**src/core/prs_pkg.sv**
```systemverilog
// package: constants, types and timing counts for the release/signature block
package prs_pkg;
    // ****************************************
    // clock and timing
    // ****************************************
    localparam int CLK_PERIOD_PS = 4000;
    localparam int PUW_MIN_US = 1000;
    localparam int PUW_CYCLES = (PUW_MIN_US * 1000000 + CLK_PERIOD_PS - 1)
        / CLK_PERIOD_PS;
    localparam int RES1_MAX_NS = 3000;
    localparam int RES1_CYCLES = (RES1_MAX_NS * 1000) / CLK_PERIOD_PS;
    localparam int RES2_MAX_NS = 30000;
    localparam int RES2_CYCLES = (RES2_MAX_NS * 1000) / CLK_PERIOD_PS;

    // ****************************************
    // instruction codes
    // ****************************************
    localparam logic [7:0] OPC_RES_DEFAULT = 8'h00_AB;
    localparam logic [7:0] SIG_DEFAULT = 8'h00_5A; // arbitrary value
    localparam logic [7:0] OPC_DEEP_SLEEP = 8'h00_B9;
    localparam logic [7:0] OPC_WRITE_ENABLE_CMD = 8'h00_06;
    localparam logic [7:0] OPC_PAGE_WRITE = 8'h00_02;
    localparam logic [7:0] OPC_SECTOR_CLR = 8'h00_D8;
    localparam logic [7:0] OPC_FULL_CLR = 8'h00_C7;
    localparam logic [7:0] OPC_STATUS_WR = 8'h00_01;
    localparam int DUMMY_BYTES = 3;
    localparam int BIT_CNT_W = 6;

    // ****************************************
    // types
    // ****************************************
    typedef enum logic [1:0]
    {
        PM_STANDBY = 2'b00,
        PM_DEEP = 2'b01,
        PM_WAKING = 2'b11
    } prs_pmode_t;

    typedef struct packed
    {
        logic sel;
        logic sclk;
        logic din;
    } prs_link_t;

    typedef struct packed
    {
        logic dout;
        logic doutEn;
    } prs_out_t;
endpackage

```
**src/core/prs_sync.sv**
```systemverilog
// three-stage synchroniser with agreement filter for link pins
module prs_sync
(
    input wire logic clk, // block clock
    input wire logic rst, // async reset, active high
    input wire logic in, // raw pin
    output logic out // filtered level
);
    logic s1;
    logic s2;
    logic s3;
    // first stage feeds only the second; level moves once s2 and s3 agree
    always_ff @(posedge clk or posedge rst)
    begin
        if (rst)
        begin
            s1 <= 1'b0;
            s2 <= 1'b0;
            s3 <= 1'b0;
        end
        else
        begin
            s1 <= in;
            s2 <= s1;
            s3 <= s2;
        end
    end
    always_ff @(posedge clk or posedge rst)
    begin
        if (rst)
            out <= 1'b0;
        else if (s2 == s3)
            out <= s3;
    end
endmodule

```
**src/core/prs_core.sv**
```systemverilog
// release-from-deep-sleep / signature instruction handler with power-up lock
// Function
// - in deep sleep, only the release/signature instruction is acted upon
// - executing release/signature leaves deep sleep
// - release/signature returns the 8-bit signature when no cycle runs
// - release/signature during a busy cycle is not decoded, cycle untouched
// - after dummies, signature shifts out, one bit per falling clock
// - continued clocks with select low repeat the signature
// - select rise enters standby, at once if deep sleep was not entered
// - from deep sleep after signature read, standby after long delay
// - early select rise after opcode: standby after short delay
// - in standby, the next selection decodes instructions normally
// - power-on reset holds logic reset and unresponsive
// - write-type instructions ignored for the power-up write delay
// - power-up state is standby with write-enable latch cleared
// - deep sleep entered only by exact 8-bit command, refused when busy
// - busy flag is 1 during a self-timed cycle, 0 afterwards
module prs_core
#(
    parameter logic [7:0] RES_OPCODE = prs_pkg::OPC_RES_DEFAULT,
    parameter logic [7:0] SIGNATURE = prs_pkg::SIG_DEFAULT, // arbitrary
    parameter int PUW_COUNT = prs_pkg::PUW_CYCLES,
    parameter int RES1_COUNT = prs_pkg::RES1_CYCLES,
    parameter int RES2_COUNT = prs_pkg::RES2_CYCLES
)
(
    input wire logic clk, // 250 MHz block clock
    input wire logic rst, // power-on reset, active high
    input wire prs_pkg::prs_link_t link, // raw select, clock, data pins
    input wire logic cycleBusy, // self-timed cycle running
    output prs_pkg::prs_out_t qOut, // serial output and its enable
    output logic deepSleep, // device is in (or leaving) deep sleep
    output logic standby, // device is in standby, ready for select
    output logic writeEnableLatch, // latch set by write-enable command
    output logic writeLock, // power-up write delay still running
    output logic writeCmdPulse, // accepted write-type opcode, one cycle
    output logic [7:0] acceptedOpcode, // opcode of last accepted command
    output logic cycleBusyFlag // busy flag as seen by status reads
);
    import prs_pkg::*;

    // count value once opcode and all dummy bytes are in
    localparam logic [BIT_CNT_W-1:0] LAST_CNT =
        BIT_CNT_W'(8 * (DUMMY_BYTES + 1));

    // refuse settings the counters cannot serve
    if (PUW_COUNT < 1 || RES1_COUNT < 1 || RES2_COUNT < RES1_COUNT
        || 8 * (DUMMY_BYTES + 1) >= 2 ** BIT_CNT_W)
    begin : g_bad_params
        $error("prs_core: bad timing parameters");
    end

    // ****************************************
    // pin synchronisers
    // ****************************************
    logic selN;
    logic selOn;
    logic sck;
    logic sdi;
    // select filtered inverted so the filter's reset level means deselected
    prs_sync uSel (.clk(clk), .rst(rst), .in(!link.sel), .out(selOn));
    assign selN = !selOn;
    prs_sync uSck (.clk(clk), .rst(rst), .in(link.sclk), .out(sck));
    prs_sync uSdi (.clk(clk), .rst(rst), .in(link.din), .out(sdi));

    logic sckD;
    logic selD;
    // edge history; select resets high so reset is not seen as a frame end
    always_ff @(posedge clk or posedge rst)
    begin
        if (rst)
        begin
            sckD <= 1'b0;
            selD <= 1'b1;
        end
        else
        begin
            sckD <= sck;
            selD <= selN;
        end
    end
    logic active;
    logic sckRise;
    logic sckFall;
    logic selRise;
    // a frame counts only after a falling select has been seen
    logic framed;
    assign active = framed && !selN;
    assign sckRise = active && sck && !sckD;
    assign sckFall = active && !sck && sckD;
    assign selRise = selN && !selD;
    always_ff @(posedge clk or posedge rst)
    begin
        if (rst)
            framed <= 1'b0;
        else if (!selN && selD)
            framed <= 1'b1;
        else if (selN)
            framed <= 1'b0;
    end

    // ****************************************
    // input shifter, msb first
    // ****************************************
    logic [7:0] shiftIn;
    logic [BIT_CNT_W-1:0] bitCnt;
    logic [7:0] opcode;
    logic opValid;
    logic [7:0] next_shift;
    assign next_shift = {shiftIn[6:0], sdi};
    // bits counted up to opcode plus dummies, then held
    always_ff @(posedge clk or posedge rst)
    begin
        if (rst)
        begin
            shiftIn <= 8'h00_00;
            bitCnt <= '0;
            opcode <= 8'h00_00;
            opValid <= 1'b0;
        end
        else if (!active)
        begin
            bitCnt <= '0;
            opValid <= 1'b0;
        end
        else if (sckRise)
        begin
            shiftIn <= next_shift;
            if (bitCnt != LAST_CNT)
                bitCnt <= bitCnt + 1'b1;
            if (bitCnt == BIT_CNT_W'(7))
            begin
                opcode <= next_shift;
                opValid <= 1'b1;
            end
        end
    end

    logic isRes;
    logic exactByte;
    // release opcode not decoded at all while a cycle runs
    assign isRes = opValid && opcode == RES_OPCODE && !cycleBusy;
    assign exactByte = bitCnt == BIT_CNT_W'(8);

    // ****************************************
    // signature output, falling-edge shift, repeating
    // ****************************************
    logic [2:0] outBit;
    logic sigDone;
    logic outOn;
    always_ff @(posedge clk or posedge rst)
    begin
        if (rst)
        begin
            outBit <= 3'd0;
            sigDone <= 1'b0;
            outOn <= 1'b0;
            qOut <= '0;
        end
        else if (!active || !isRes || bitCnt != LAST_CNT)
        begin
            outBit <= 3'd0;
            outOn <= 1'b0;
            qOut <= '0;
            if (!active)
                sigDone <= 1'b0;
        end
        else if (sckFall)
        begin
            qOut.dout <= SIGNATURE[3'd7 - outBit];
            qOut.doutEn <= 1'b1;
            outBit <= outBit + 3'd1;
            outOn <= 1'b1;
        end
        // all eight bits shown; host latches bit 0 on this rise
        else if (sckRise && outOn && outBit == 3'd0)
            sigDone <= 1'b1;
    end

    // ****************************************
    // power mode
    // ****************************************
    prs_pmode_t pmode;
    logic [$clog2(RES2_COUNT+1)-1:0] wakeCnt;
    always_ff @(posedge clk or posedge rst)
    begin
        if (rst)
        begin
            pmode <= PM_STANDBY;
            wakeCnt <= '0;
        end
        else
        begin
            unique case (pmode)
                PM_STANDBY:
                    if (selRise && opValid && exactByte && !cycleBusy
                        && opcode == OPC_DEEP_SLEEP)
                        pmode <= PM_DEEP;
                PM_DEEP:
                    if (selRise && isRes)
                    begin
                        pmode <= PM_WAKING;
                        wakeCnt <= sigDone
                            ? ($bits(wakeCnt))'(RES2_COUNT)
                            : ($bits(wakeCnt))'(RES1_COUNT);
                    end
                PM_WAKING:
                    if (wakeCnt <= 1)
                        pmode <= PM_STANDBY;
                    else
                        wakeCnt <= wakeCnt - 1'b1;
                default:
                    pmode <= PM_STANDBY;
            endcase
        end
    end
    assign deepSleep = pmode != PM_STANDBY;
    assign standby = pmode == PM_STANDBY && selN && !cycleBusy;

    // ****************************************
    // power-up write lock and write-enable latch
    // ****************************************
    logic [$clog2(PUW_COUNT+1)-1:0] puwCnt;
    always_ff @(posedge clk or posedge rst)
    begin
        if (rst)
            puwCnt <= ($bits(puwCnt))'(PUW_COUNT);
        else if (puwCnt != 0)
            puwCnt <= puwCnt - 1'b1;
    end
    assign writeLock = puwCnt != 0;

    logic isWriteOp;
    assign isWriteOp = opcode == OPC_WRITE_ENABLE_CMD || opcode == OPC_PAGE_WRITE
        || opcode == OPC_SECTOR_CLR || opcode == OPC_FULL_CLR
        || opcode == OPC_STATUS_WR;
    // write commands pass only in standby, idle and past the lock
    always_ff @(posedge clk or posedge rst)
    begin
        if (rst)
        begin
            writeCmdPulse <= 1'b0;
            acceptedOpcode <= 8'h00_00;
            writeEnableLatch <= 1'b0;
        end
        else
        begin
            writeCmdPulse <= 1'b0;
            if (selRise && opValid && isWriteOp && !writeLock
                && pmode == PM_STANDBY && !cycleBusy)
            begin
                writeCmdPulse <= 1'b1;
                acceptedOpcode <= opcode;
                if (opcode == OPC_WRITE_ENABLE_CMD && exactByte)
                    writeEnableLatch <= 1'b1;
            end
            else if (cycleBusy)
                writeEnableLatch <= 1'b0;
        end
    end
    assign cycleBusyFlag = cycleBusy;
endmodule

```
**config.mk**
```make
export PLATFORM = sky130hd
export DESIGN_NAME = prs_core
export DESIGN_NICKNAME = d
export VERILOG_FILES = /design/src/core/prs_pkg.sv /design/src/core/prs_sync.sv /design/src/core/prs_core.sv
export SDC_FILE = /design/constraint.sdc
export NUM_CORES = 1
export LEC_CHECK = 0
export ABC_AREA = 1
export BUFFER_PORTS_ARGS = -buffer_cell sky130_fd_sc_hd__buf_4
export CAP_MARGIN = 30
export CORE_ASPECT_RATIO = 0.9
export CORE_MARGIN = 5
export CORE_UTILIZATION = 35
export CTS_CLUSTER_SIZE = 24
export DETAILED_ROUTE_END_ITERATION = 8
export SYNTH_ARGS = -nofsm -noshare
export SYNTH_HDL_FRONTEND = slang
export SYNTH_SLANG_ARGS = --single-unit
```
**constraint.sdc**
```tcl
create_clock -name clk -period 3.66 [get_ports clk]
set_input_delay 0.549 -clock clk [delete_from_list [all_inputs] [get_ports clk]]
set_output_delay 0.549 -clock clk [all_outputs]
set_load 0.01 [all_outputs]
```
=== Word-level counts from Yosys, hierarchy flattened ===
Memories as Yosys holds them, arrays and structs flattened.
Index checks and enable logic that the tools add are counted.

* Flip-flop bits (word level): 87
* Memory bits (read-only): 8
* Output and inout bits: 16
* Word-level logic and storage cells: 149
* Memories: 1

* Add/subtract/negate cells: 5
* Order comparisons: 2
* Eq/ne operators: 26
* Muxes and demuxes: 31
* Reduce and logical (&&, ||, !) cells: 54

{| class="wikitable"
|+ Memory list
! memory !! words !! bits a word !! read ports !! clocked after Yosys merged registers in !! wr ports !! line !! RTL
|-
| (no name shown) || 8 || 1 || 1 || 0 || 0 || prs_core.sv:170 || <nowiki>qOut.dout <= SIGNATURE[3'd7 - outBit];</nowiki>
|}

{| class="wikitable"
|+ Operators by type and width
! kind !! number
|-
| $mux 13 || 3
|-
| $eq 8x8->1 const B || 4
|-
| $pmux 13 s2 || 1
|-
| $logic_and 1x1->1 || 23
|-
| $mux 6 || 3
|-
| $reduce_bool 18->1 || 1
|-
| $sub 18x1->18 const B || 1
|-
| $mux 1 || 16
|-
| $le 13x1->1 const B || 1
|-
| $sub 13x1->13 const B || 1
|-
| $ne 2x2->1 const B || 6
|-
| $reduce_and 3->1 || 4
|-
| $mux 2 || 5
|-
| $ne 2x1->1 const B || 5
|-
| $reduce_bool 2->1 || 5
|-
| $logic_not 1->1 || 9
|-
| $eq 8x1->1 const B || 1
|-
| $eq 8x2->1 const B || 1
|-
| $eq 8x3->1 const B || 1
|-
| $reduce_and 2->1 || 4
|-
| $add 6x1->6 const B || 1
|-
| $eq 6x3->1 const B || 1
|-
| $eq 6x4->1 const B || 1
|-
| $logic_or 1x1->1 || 6
|-
| other kinds (11) || 14
|}

=== Longest topological paths before layout ===
Gate-level depths: netlist of run 1.

* Depth in word-level cells: 11
* Mapped depth: 11
* Gate-level depth less buffers: 11

=== By module ===
From an unflattened synthesis of run 1, not the netlist that was laid out.

* Cells, all modules: 559
* Area total of the unflattened synthesis: 4406.7 µm²

{| class="wikitable"
|+ By module, submodules not included
! module !! instances !! cells an instance !! area each (µm²) !! sequential area each (µm²)
|-
| prs_core || 1 || 532 || 4046.4 || 1861.8
|-
| prs_sync || 3 || 9 || 120.1 || 100.1
|}

=== Worst setup path before layout of run 1 ===
Ideal clock, no wire load.

* Path type: flip-flop to flip-flop
* Start point: register puwCnt[0]
* End point: register acceptedOpcode[7]
* Arrival time: 1.405 ns
* Required time: 3.541 ns
* Setup slack: 2.136 ns
* Cell stages (with the launch flop): 11
* Period minus slack after synthesis: 1.524 ns
* Cells stage by stage: dfrtp_1 inv_1 ha_1 nand2_1 nor2_2 nand3_4 nor2_4 nand2_4 buf_6 nand2_2 o21ai_2

* Longest elaborated chain between the ends: 5

{| class="wikitable"
|+ Ends and longest elaborated chain
! item !! line !! RTL
|-
| start: declaration || prs_core.sv:223 || <nowiki>logic [$clog2(PUW_COUNT+1)-1:0] puwCnt;</nowiki>
|-
| start signal: assignment || prs_core.sv:227 || <nowiki>puwCnt <= ($bits(puwCnt))'(PUW_COUNT);</nowiki>
|-
| start signal: assignment || prs_core.sv:229 || <nowiki>puwCnt <= puwCnt - 1'b1;</nowiki>
|-
| $reduce_bool 18->1 || prs_core.sv:231 || <nowiki>assign writeLock = puwCnt != 0;</nowiki>
|-
| named net writeLock || prs_core.sv:35 || <nowiki>output logic writeLock,</nowiki>
|-
| $logic_not 1->1 || prs_core.sv:249 || <nowiki>if (selRise && opValid && isWriteOp && !writeLock</nowiki>
|-
| $logic_and 1x1->1 || prs_core.sv:249 ||
|-
| $logic_and 1x1->1 (2 in series) || prs_core.sv:250 || <nowiki>&& pmode == PM_STANDBY && !cycleBusy)</nowiki>
|-
| end signal: assignment || prs_core.sv:253 || <nowiki>acceptedOpcode <= opcode;</nowiki>
|-
| end: declaration || prs_core.sv:37 || <nowiki>output logic [7:0] acceptedOpcode,</nowiki>
|}

The timed path passes the listed nets, and every way through them passes these cells.
A chain may end at the register's enable or synchronous reset.

=== Worst setup path after layout of run 1 ===
* Start point: register puwCnt[0]
* End point: output writeLock

* Longest elaborated chain between the ends: 1

{| class="wikitable"
|+ Ends and longest elaborated chain
! item !! line
|-
| $reduce_bool 18->1 || prs_core.sv:231
|-
| end: declaration || prs_core.sv:35
|}

No other way between the ends.

==> results.sh, run 1 <==
export IMPL_status="complete, no violations"
export IMPL_cts_resized=0
export IMPL_max_vdd_ir_drop_mv=0.208
export IMPL_post_cts_repair_setup_buffers=0
export IMPL_grtUsageTotal_pct=12.5
export IMPL_cts_max_path_buffers=2
export IMPL_r2r_cells=8
export IMPL_htreeDepth=3
export IMPL_crit_start="puwCnt[0]"
export IMPL_drcViolationCount=0
export IMPL_totalWireLength_um=8460
export IMPL_crit_chain="inv_1 -> ha_1 -> nand2_1 -> nor2_2 -> nand3_4 -> buf_4"
export IMPL_grt_antenna_before_repair=0
export IMPL_gp_congestion=0.827
export IMPL_r2r_start="uSel.out"
export IMPL_rsz0062_at_grt="no"
export IMPL_fin_setup_tns_ps=0
export IMPL_cp_top_family="flip-flops"
export IMPL_report_final_slew_viol_count=0
export IMPL_r2r_slack_ps=1960
export IMPL_path_class="flip-flop to output pin"
export IMPL_synth_most_common_cell="nand2_1"
export IMPL_die_x_um=127
export IMPL_synth_seq_area_share_pct=50.1
export IMPL_max_cap_viol_count=0
export IMPL_cts_hold_buffers=0
export IMPL_wire_per_inst_um=11.8
export IMPL_grt_pass1_wl_um=14800
export IMPL_pin_count=22
export IMPL_diodes=0
export IMPL_finalHoldViolations=0
export IMPL_hp_class="input pin to flip-flop"
export IMPL_syn_num_nets=541
export IMPL_nNetsFinal=565
export IMPL_synthMuxAreaShare_pct=0.232
export IMPL_cts_clk_slew_worst_paths_ps=60
export IMPL_dpl_hpwl_um=6100
export IMPL_dieArea_sq_um=14700
export IMPL_fin_crit_sh_pct=57.7
export IMPL_synth_flop_cell="dfrtp_1"
export IMPL_path_buf_inv=2
export IMPL_cts_buffers=9
export IMPL_worstSetupEndpoint="writeLock"
export IMPL_initialDrtViolationCount=156
export IMPL_setup_viol=0
export IMPL_grt_pass1_vias=3195
export IMPL_yosys_area_top_type="dfrtp_1"
export IMPL_critPathArrivalTime_ps=1560
export IMPL_grt_max_degree=46
export IMPL_clock_fmax_mhz=473
export IMPL_async_flop_share_pct=100
export IMPL_ys_ff_latch=86
export IMPL_synthCells=527
export IMPL_cts_sinks=86
export IMPL_tritoncts="yes"
export IMPL_synth_edff_count=0
export IMPL_synth_compound_gate_area_share_pct=7.10
export IMPL_port_buffers=21
export IMPL_num_fill_cells=1221
export IMPL_synthTopCellsByCount="nand2_1 (137), dfrtp_1 (78), nor2_1 (69)"
export IMPL_p_int_w=0.00152
export IMPL_holdWs_ps=314
export IMPL_drtPass1Iterations=4
export IMPL_synth_top_family_by_area="simple AND/OR/NAND/NOR gates"
export IMPL_max_slew_margin_rel_pct=45.9
export IMPL_switchingPower_w=0.000471
export IMPL_cts_root_buf="clkbuf_16"
export IMPL_core_area_sq_um=12100
export IMPL_fin_skew_ps=9.20
export IMPL_cp_slowest_cell="dfrtp_1"
export IMPL_worst_pin_slew_ps=810
export IMPL_die_h_um=115
export IMPL_power_frac_clock_pct=44.2
export IMPL_synth_adder_area_share_pct=3.02
export IMPL_pwr_share_comb_pct=5.1
export IMPL_cpPeakStageDelay_ps=400
export IMPL_sw_frac_of_total_pct=23.7
export IMPL_vias_per_cell=4.56
export IMPL_p_seq_share_pct=50.7
export IMPL_r2r_end="bitCnt[3]"
export IMPL_cp_start_kind="flip-flop"
export IMPL_initial_core_util_pct=35.7
export IMPL_cp_end_kind="output pin"
export IMPL_ys_types=39
export IMPL_p_per_area_nw_per_um2=406
export IMPL_layout_min_cycle_time_ps=2110
export IMPL_cp_depth=6
export IMPL_area_growth_syn_to_layout_pct=13.7
export IMPL_cp_max_fo=6
export IMPL_synth_area_per_cell_sq_um=8.19
export IMPL_rows=38
export IMPL_synthTopCellsByArea="dfrtp_1 (45%), nand2_1 (12%), nor2_1 (6.0%)"
export IMPL_synth_top_area_share_pct=45.2
export IMPL_syn_cell_area_sq_um=4320
export IMPL_synth_xor_area_share_pct=3.04
export IMPL_ant_nets=0
export IMPL_drive_gt1_share_pct=14.6
export IMPL_vias=3265
export IMPL_ys_warn_count=0
export IMPL_required_ps=3110
export IMPL_clk_latency_ps=340
export IMPL_overflow=0
export IMPL_yosys_area_share_simple_pct=28.7
export IMPL_p_leak_nw=2.57
-- power by group through the flow --
stage / combinational (W) / clock, W / sequential (W)
finish: 0.000102 / 0.000880 / 0.00101
global route: 0.000127 / 0.000945 / 0.00101
global placement: 0.000103 / 0 / 0.00102
CTS: 0.000105 / 0.000906 / 0.00101
floorplan: 0.0000800 / 0 / 0.00102
detailed placement: 0.000105 / 0 / 0.00103
-- sequential cells by signal, summed over array words and instances, names as in the netlist, 2 cells and up --
| signal | cells |
|---|---|
| acceptedOpcode | 8 |
| shiftIn | 7 |
| qOut | 2 |
| puwCnt | 18 |
| opcode | 8 |
| pmode | 2 |
| outBit | 3 |
| bitCnt | 6 |
| wakeCnt | 13 |
-- per-layer routing --
layer  vias to the layer above  global-route usage [%]  part of all wire, %  routed length [um]
met5                         -                       0                    0                   0
li1                       1690                       -                    -                   -
met3                        10                    3.81                  3.8                 323
met1                      1527                    16.3                   48                4050
met2                        38                    20.4                   47                3990
met4                         0                    3.22                  1.1                  89
-- layout by cell type, fill, tap and decap left out, types with 2 or more instances in the layout --
cell type | Yosys | routed
o21ai_1 | 7 | 7
o21ai_0 | 29 | 29
xor2_1 | 10 | 10
ha_1 | 8 | 8
dfrtp_1 | 78 | 78
nand3b_1 | 3 | 3
xnor2_1 | 5 | 5
buf_4 | 4 | 23
inv_2 | 4 | 4
nand4_1 | 5 | 5
maj3_1 | 3 | 3
clkbuf_8 | 0 | 2
nand2_2 | 5 | 5
clkinv_2 | 0 | 2
clkbuf_16 | 0 | 9
nand3_1 | 27 | 27
nor3_2 | 2 | 2
nor2_2 | 7 | 7
nand3_2 | 2 | 2
dfstp_2 | 8 | 8
a21oi_1 | 12 | 12
nor2_1 | 69 | 69
nor3b_1 | 2 | 2
nand2_4 | 2 | 2
o21ai_2 | 6 | 6
nor2_4 | 3 | 3
nor3_1 | 7 | 7
inv_1 | 66 | 65
nand2_1 | 137 | 137
-- worst register-to-register path, delay by kind of cell, from the launching register on --
kind / cells / cell delay, ps
compound gates: 1 / 180
simple gates: 6 / 880
flops: 1 / 400
buf+inv: 1 / 140
-- cells by family after synthesis --
| logic type | count (synthesis) |
|---|---|
| muxes | 1 |
| DFF | 86 |
| AOI/OAI and AO/OA | 56 |
| and+or+nand+nor | 277 |
| adders and majority gates | 11 |
| buffers and inverters | 81 |
| xor gates and xnor gates | 15 |
-- worst min path at each step --
stage | end | from | cells after the start | slack (ps)
after floorplan | uSck.s2 | uSck.s1 | 0 | 330
after global placement | uSck.s2 | uSck.s1 | 0 | 340
after detailed placement | uSel.s2 | uSel.s1 | 0 | 340
after CTS | uSdi.s1 | link[0] | 1 | 300
after global routing | uSdi.s1 | link[0] | 1 | 300
final | uSdi.s1 | link[0] | 1 | 310
-- stage by stage --
| step | total power [W] | util (%) | worst slack (ps) | instances | cell area (sq um) |
|---|---|---|---|---|---|
| 6_report | 0.00199 | 40.6 | 1550 | 716 | 4910 |
| 5_1_grt | 0.00208 | 40.6 | 1470 | 716 | 4910 |
| 4_1_cts | 0.00202 | 40.6 | 1530 | 716 | 4910 |
| 3_5_place_dp | 0.00113 | 38.3 | 1910 | 700 | 4620 |
| 3_3_place_gp | 0.00113 | 38.3 | 1950 | 700 | 4620 |
| 2_1_floorplan | 0.00110 | - | 902 | 527 | 4320 |
-- final cells by class --
cell class	instances	area (sq um)	area share (%)
flip-flops and latches	86	2160	44.1
repair buffers	23	173	3.52
clock inverters	4	30.0	0.612
clock buffers	12	256	5.23
well taps	160	200	4.08
multi-input cells	360	1820	37.0
inverters	71	268	5.46
(Power assumes the default switching activity.)
==> inputs of run 2 (changes only) <==
- clock period: 3.66 -> 1.9 ns (I/O delays scaled with it)
==> run 2 against run 1 <==
Compared with the run above:
- combinational power grew 100%
- global-route usage is essentially flat
- clock power grew 86%
- total power grew 90%
- register-to-register slack lost 1700 ps
- clock skew shrank 2.0 ps
- die area is the same
- routed wire length shrank 0.14%
==> results.sh, run 2 (synthesized netlist as in run 1, its figures left out) <==
export IMPL_regMostFlops="puwCnt"
export IMPL_cts_sinks=86
export IMPL_required_ps=1620
export IMPL_rsz0062_at_grt="no"
export IMPL_switchingPower_w=0.000861
export IMPL_status="complete, no violations"
export IMPL_final_common_cell="nand2_1"
export IMPL_totalWireLength_um=8450
export IMPL_max_vdd_ir_drop_mv=0.454
export IMPL_p_leak_nw=2.57
export IMPL_wire_per_inst_um=11.8
export IMPL_seq_area_sq_um=2160
export IMPL_place_area_sq_um=4630
export IMPL_drive_gt1_share_pct=14.2
export IMPL_drcViolationCount=0
export IMPL_pwr_share_comb_pct=5.4
export IMPL_grt_antenna_before_repair=0
export IMPL_cp_start_kind="flip-flop"
export IMPL_rows=38
export IMPL_grt_max_degree=87
export IMPL_dpl_hpwl_um=6140
export IMPL_diodes=0
export IMPL_place_ws_ps=287
export IMPL_die_x_um=127
export IMPL_cts_max_path_buffers=2
export IMPL_grt_pass1_wl_um=14700
export IMPL_fin_setup_tns_ps=0
export IMPL_grt_pass1_vias=3135
export IMPL_setup_viol=0
export IMPL_largest_reg_flops=18
export IMPL_cp_max_fo=6
export IMPL_vias=3288
export IMPL_clock_fmax_mhz=560
export IMPL_initialDrtViolationCount=271
export IMPL_hp_class="input pin to flip-flop"
export IMPL_final_cells=716
export IMPL_fin_crit_sh_pct=93.9
export IMPL_num_fill_cells=1234
export IMPL_layout_common_cells="nand2_1 (137), dfrtp_1 (78), nor2_1 (69)"
export IMPL_p_per_area_nw_per_um2=771
export IMPL_multiInputGateArea_sq_um=1820
export IMPL_grtUsageTotal_pct=12.5
export IMPL_cts_root_buf="clkbuf_16"
export IMPL_power_frac_clock_pct=43.2
export IMPL_nNetsFinal=565
export IMPL_critPathArrivalTime_ps=1500
export IMPL_ant_nets=0
export IMPL_tritoncts="yes"
export IMPL_r2r_slack_ps=270
export IMPL_post_cts_repair_setup_buffers=0
export IMPL_core_area_sq_um=12100
export IMPL_p_int_w=0.00292
export IMPL_layout_min_cycle_time_ps=1780
export IMPL_sw_frac_of_total_pct=22.7
export IMPL_dieArea_sq_um=14700
export IMPL_cp_end_kind="output pin"
export IMPL_die_h_um=115
export IMPL_largestRegisters="puwCnt (18), wakeCnt (13)"
export IMPL_max_cap_viol_count=0
export IMPL_path_class="flip-flop to output pin"
export IMPL_worst_pin_slew_ps=457
export IMPL_drtPass1Iterations=5
export IMPL_area_growth_syn_to_layout_pct=13.7
export IMPL_vias_per_cell=4.59
export IMPL_initial_core_util_pct=35.7
export IMPL_report_final_slew_viol_count=0
export IMPL_cts_buffers=9
export IMPL_p_seq_share_pct=51.4
export IMPL_pin_count=22
export IMPL_max_slew_margin_rel_pct=69.6
export IMPL_clk_latency_ps=340
export IMPL_design_area_sq_um=4910
export IMPL_gp_congestion=0.827
export IMPL_setup_ws_ps=116
export IMPL_port_buffers=21
export IMPL_placed_cells=700
export IMPL_overflow=0
export IMPL_cts_clk_slew_worst_paths_ps=60
export IMPL_fin_skew_ps=7.21
export IMPL_htreeDepth=3
export IMPL_finalHoldViolations=0
export IMPL_holdWs_ps=51.3
run 2: cell types whose count changed in the layout (fill, tap and decap cells not counted), sizes merged:
cell and delta:
clkinv -2, clkbuf +3, inv -1
run 2: path summary, 6_finish.rpt:
| check | endpoint | depth (start not counted) | startpoint |
|---|---|---|---|
| setup / recovery | writeLock | 6 | puwCnt[0] |
| hold / removal | uSck.s1 | 1 | link[1] |
| setup reg to reg | bitCnt[2] | 8 | uSel.out |
| hold reg to reg | uSdi.s2 | 0 | uSdi.s1 |
| max in group asynchronous | puwCnt[14] | 3 | rst |
| min in group asynchronous | wakeCnt[3] | 3 | rst |
run 2: layout make-up:
type                            instances  area share (%)
Sequential cell                        86            44.1
Multi-Input combinational cell        360            37.0
Inverter                               71            5.51
Clock buffer                           15            5.46
Tap cell                              160            4.08
Timing Repair Buffer                   23            3.77
Clock inverter                          1           0.102
run 2: critical path, stage by stage, from the launching register on:
cell,delay (ps)
dfrtp_1,410
inv_2,90
ha_1,170
nand2_1,70
nor2_2,130
nand3_4,120
buf_4,170
run 2: what timing repair did:
item / in CTS / in global routing
hold buffers: 0 / 0
setup endpoints to repair: 0 / 1
resized for setup: 0 / 1
run 2: per-stage QoR:
stage / utilization [%] / power (W)
2_1_floorplan: - / 0.00212
3_3_place_gp: 38.4 / 0.00218
3_5_place_dp: 38.4 / 0.00219
4_1_cts: 40.6 / 0.00385
5_1_grt: 40.6 / 0.00395
6_report: 40.6 / 0.00379
run 2: layer usage:
metal  up-vias  part of all wire [%]  wire (um)  track usage (%)
li1       1695                     -          -                -
met1      1553                    50       4230             16.6
met2        34                    46       3880             19.3
met3         6                   2.8        237             3.53
met4         0                   1.2        105             5.43
met5         -                     0          0                0
run 2: power groups by stage:
stage,combinational (W),clock (W),sequential [W]
floorplan,0.000155,0,0.00197
global placement,0.000206,0,0.00197
detailed placement,0.000211,0,0.00198
CTS,0.000212,0.00169,0.00194
global route,0.000244,0.00175,0.00195
finish,0.000204,0.00164,0.00194
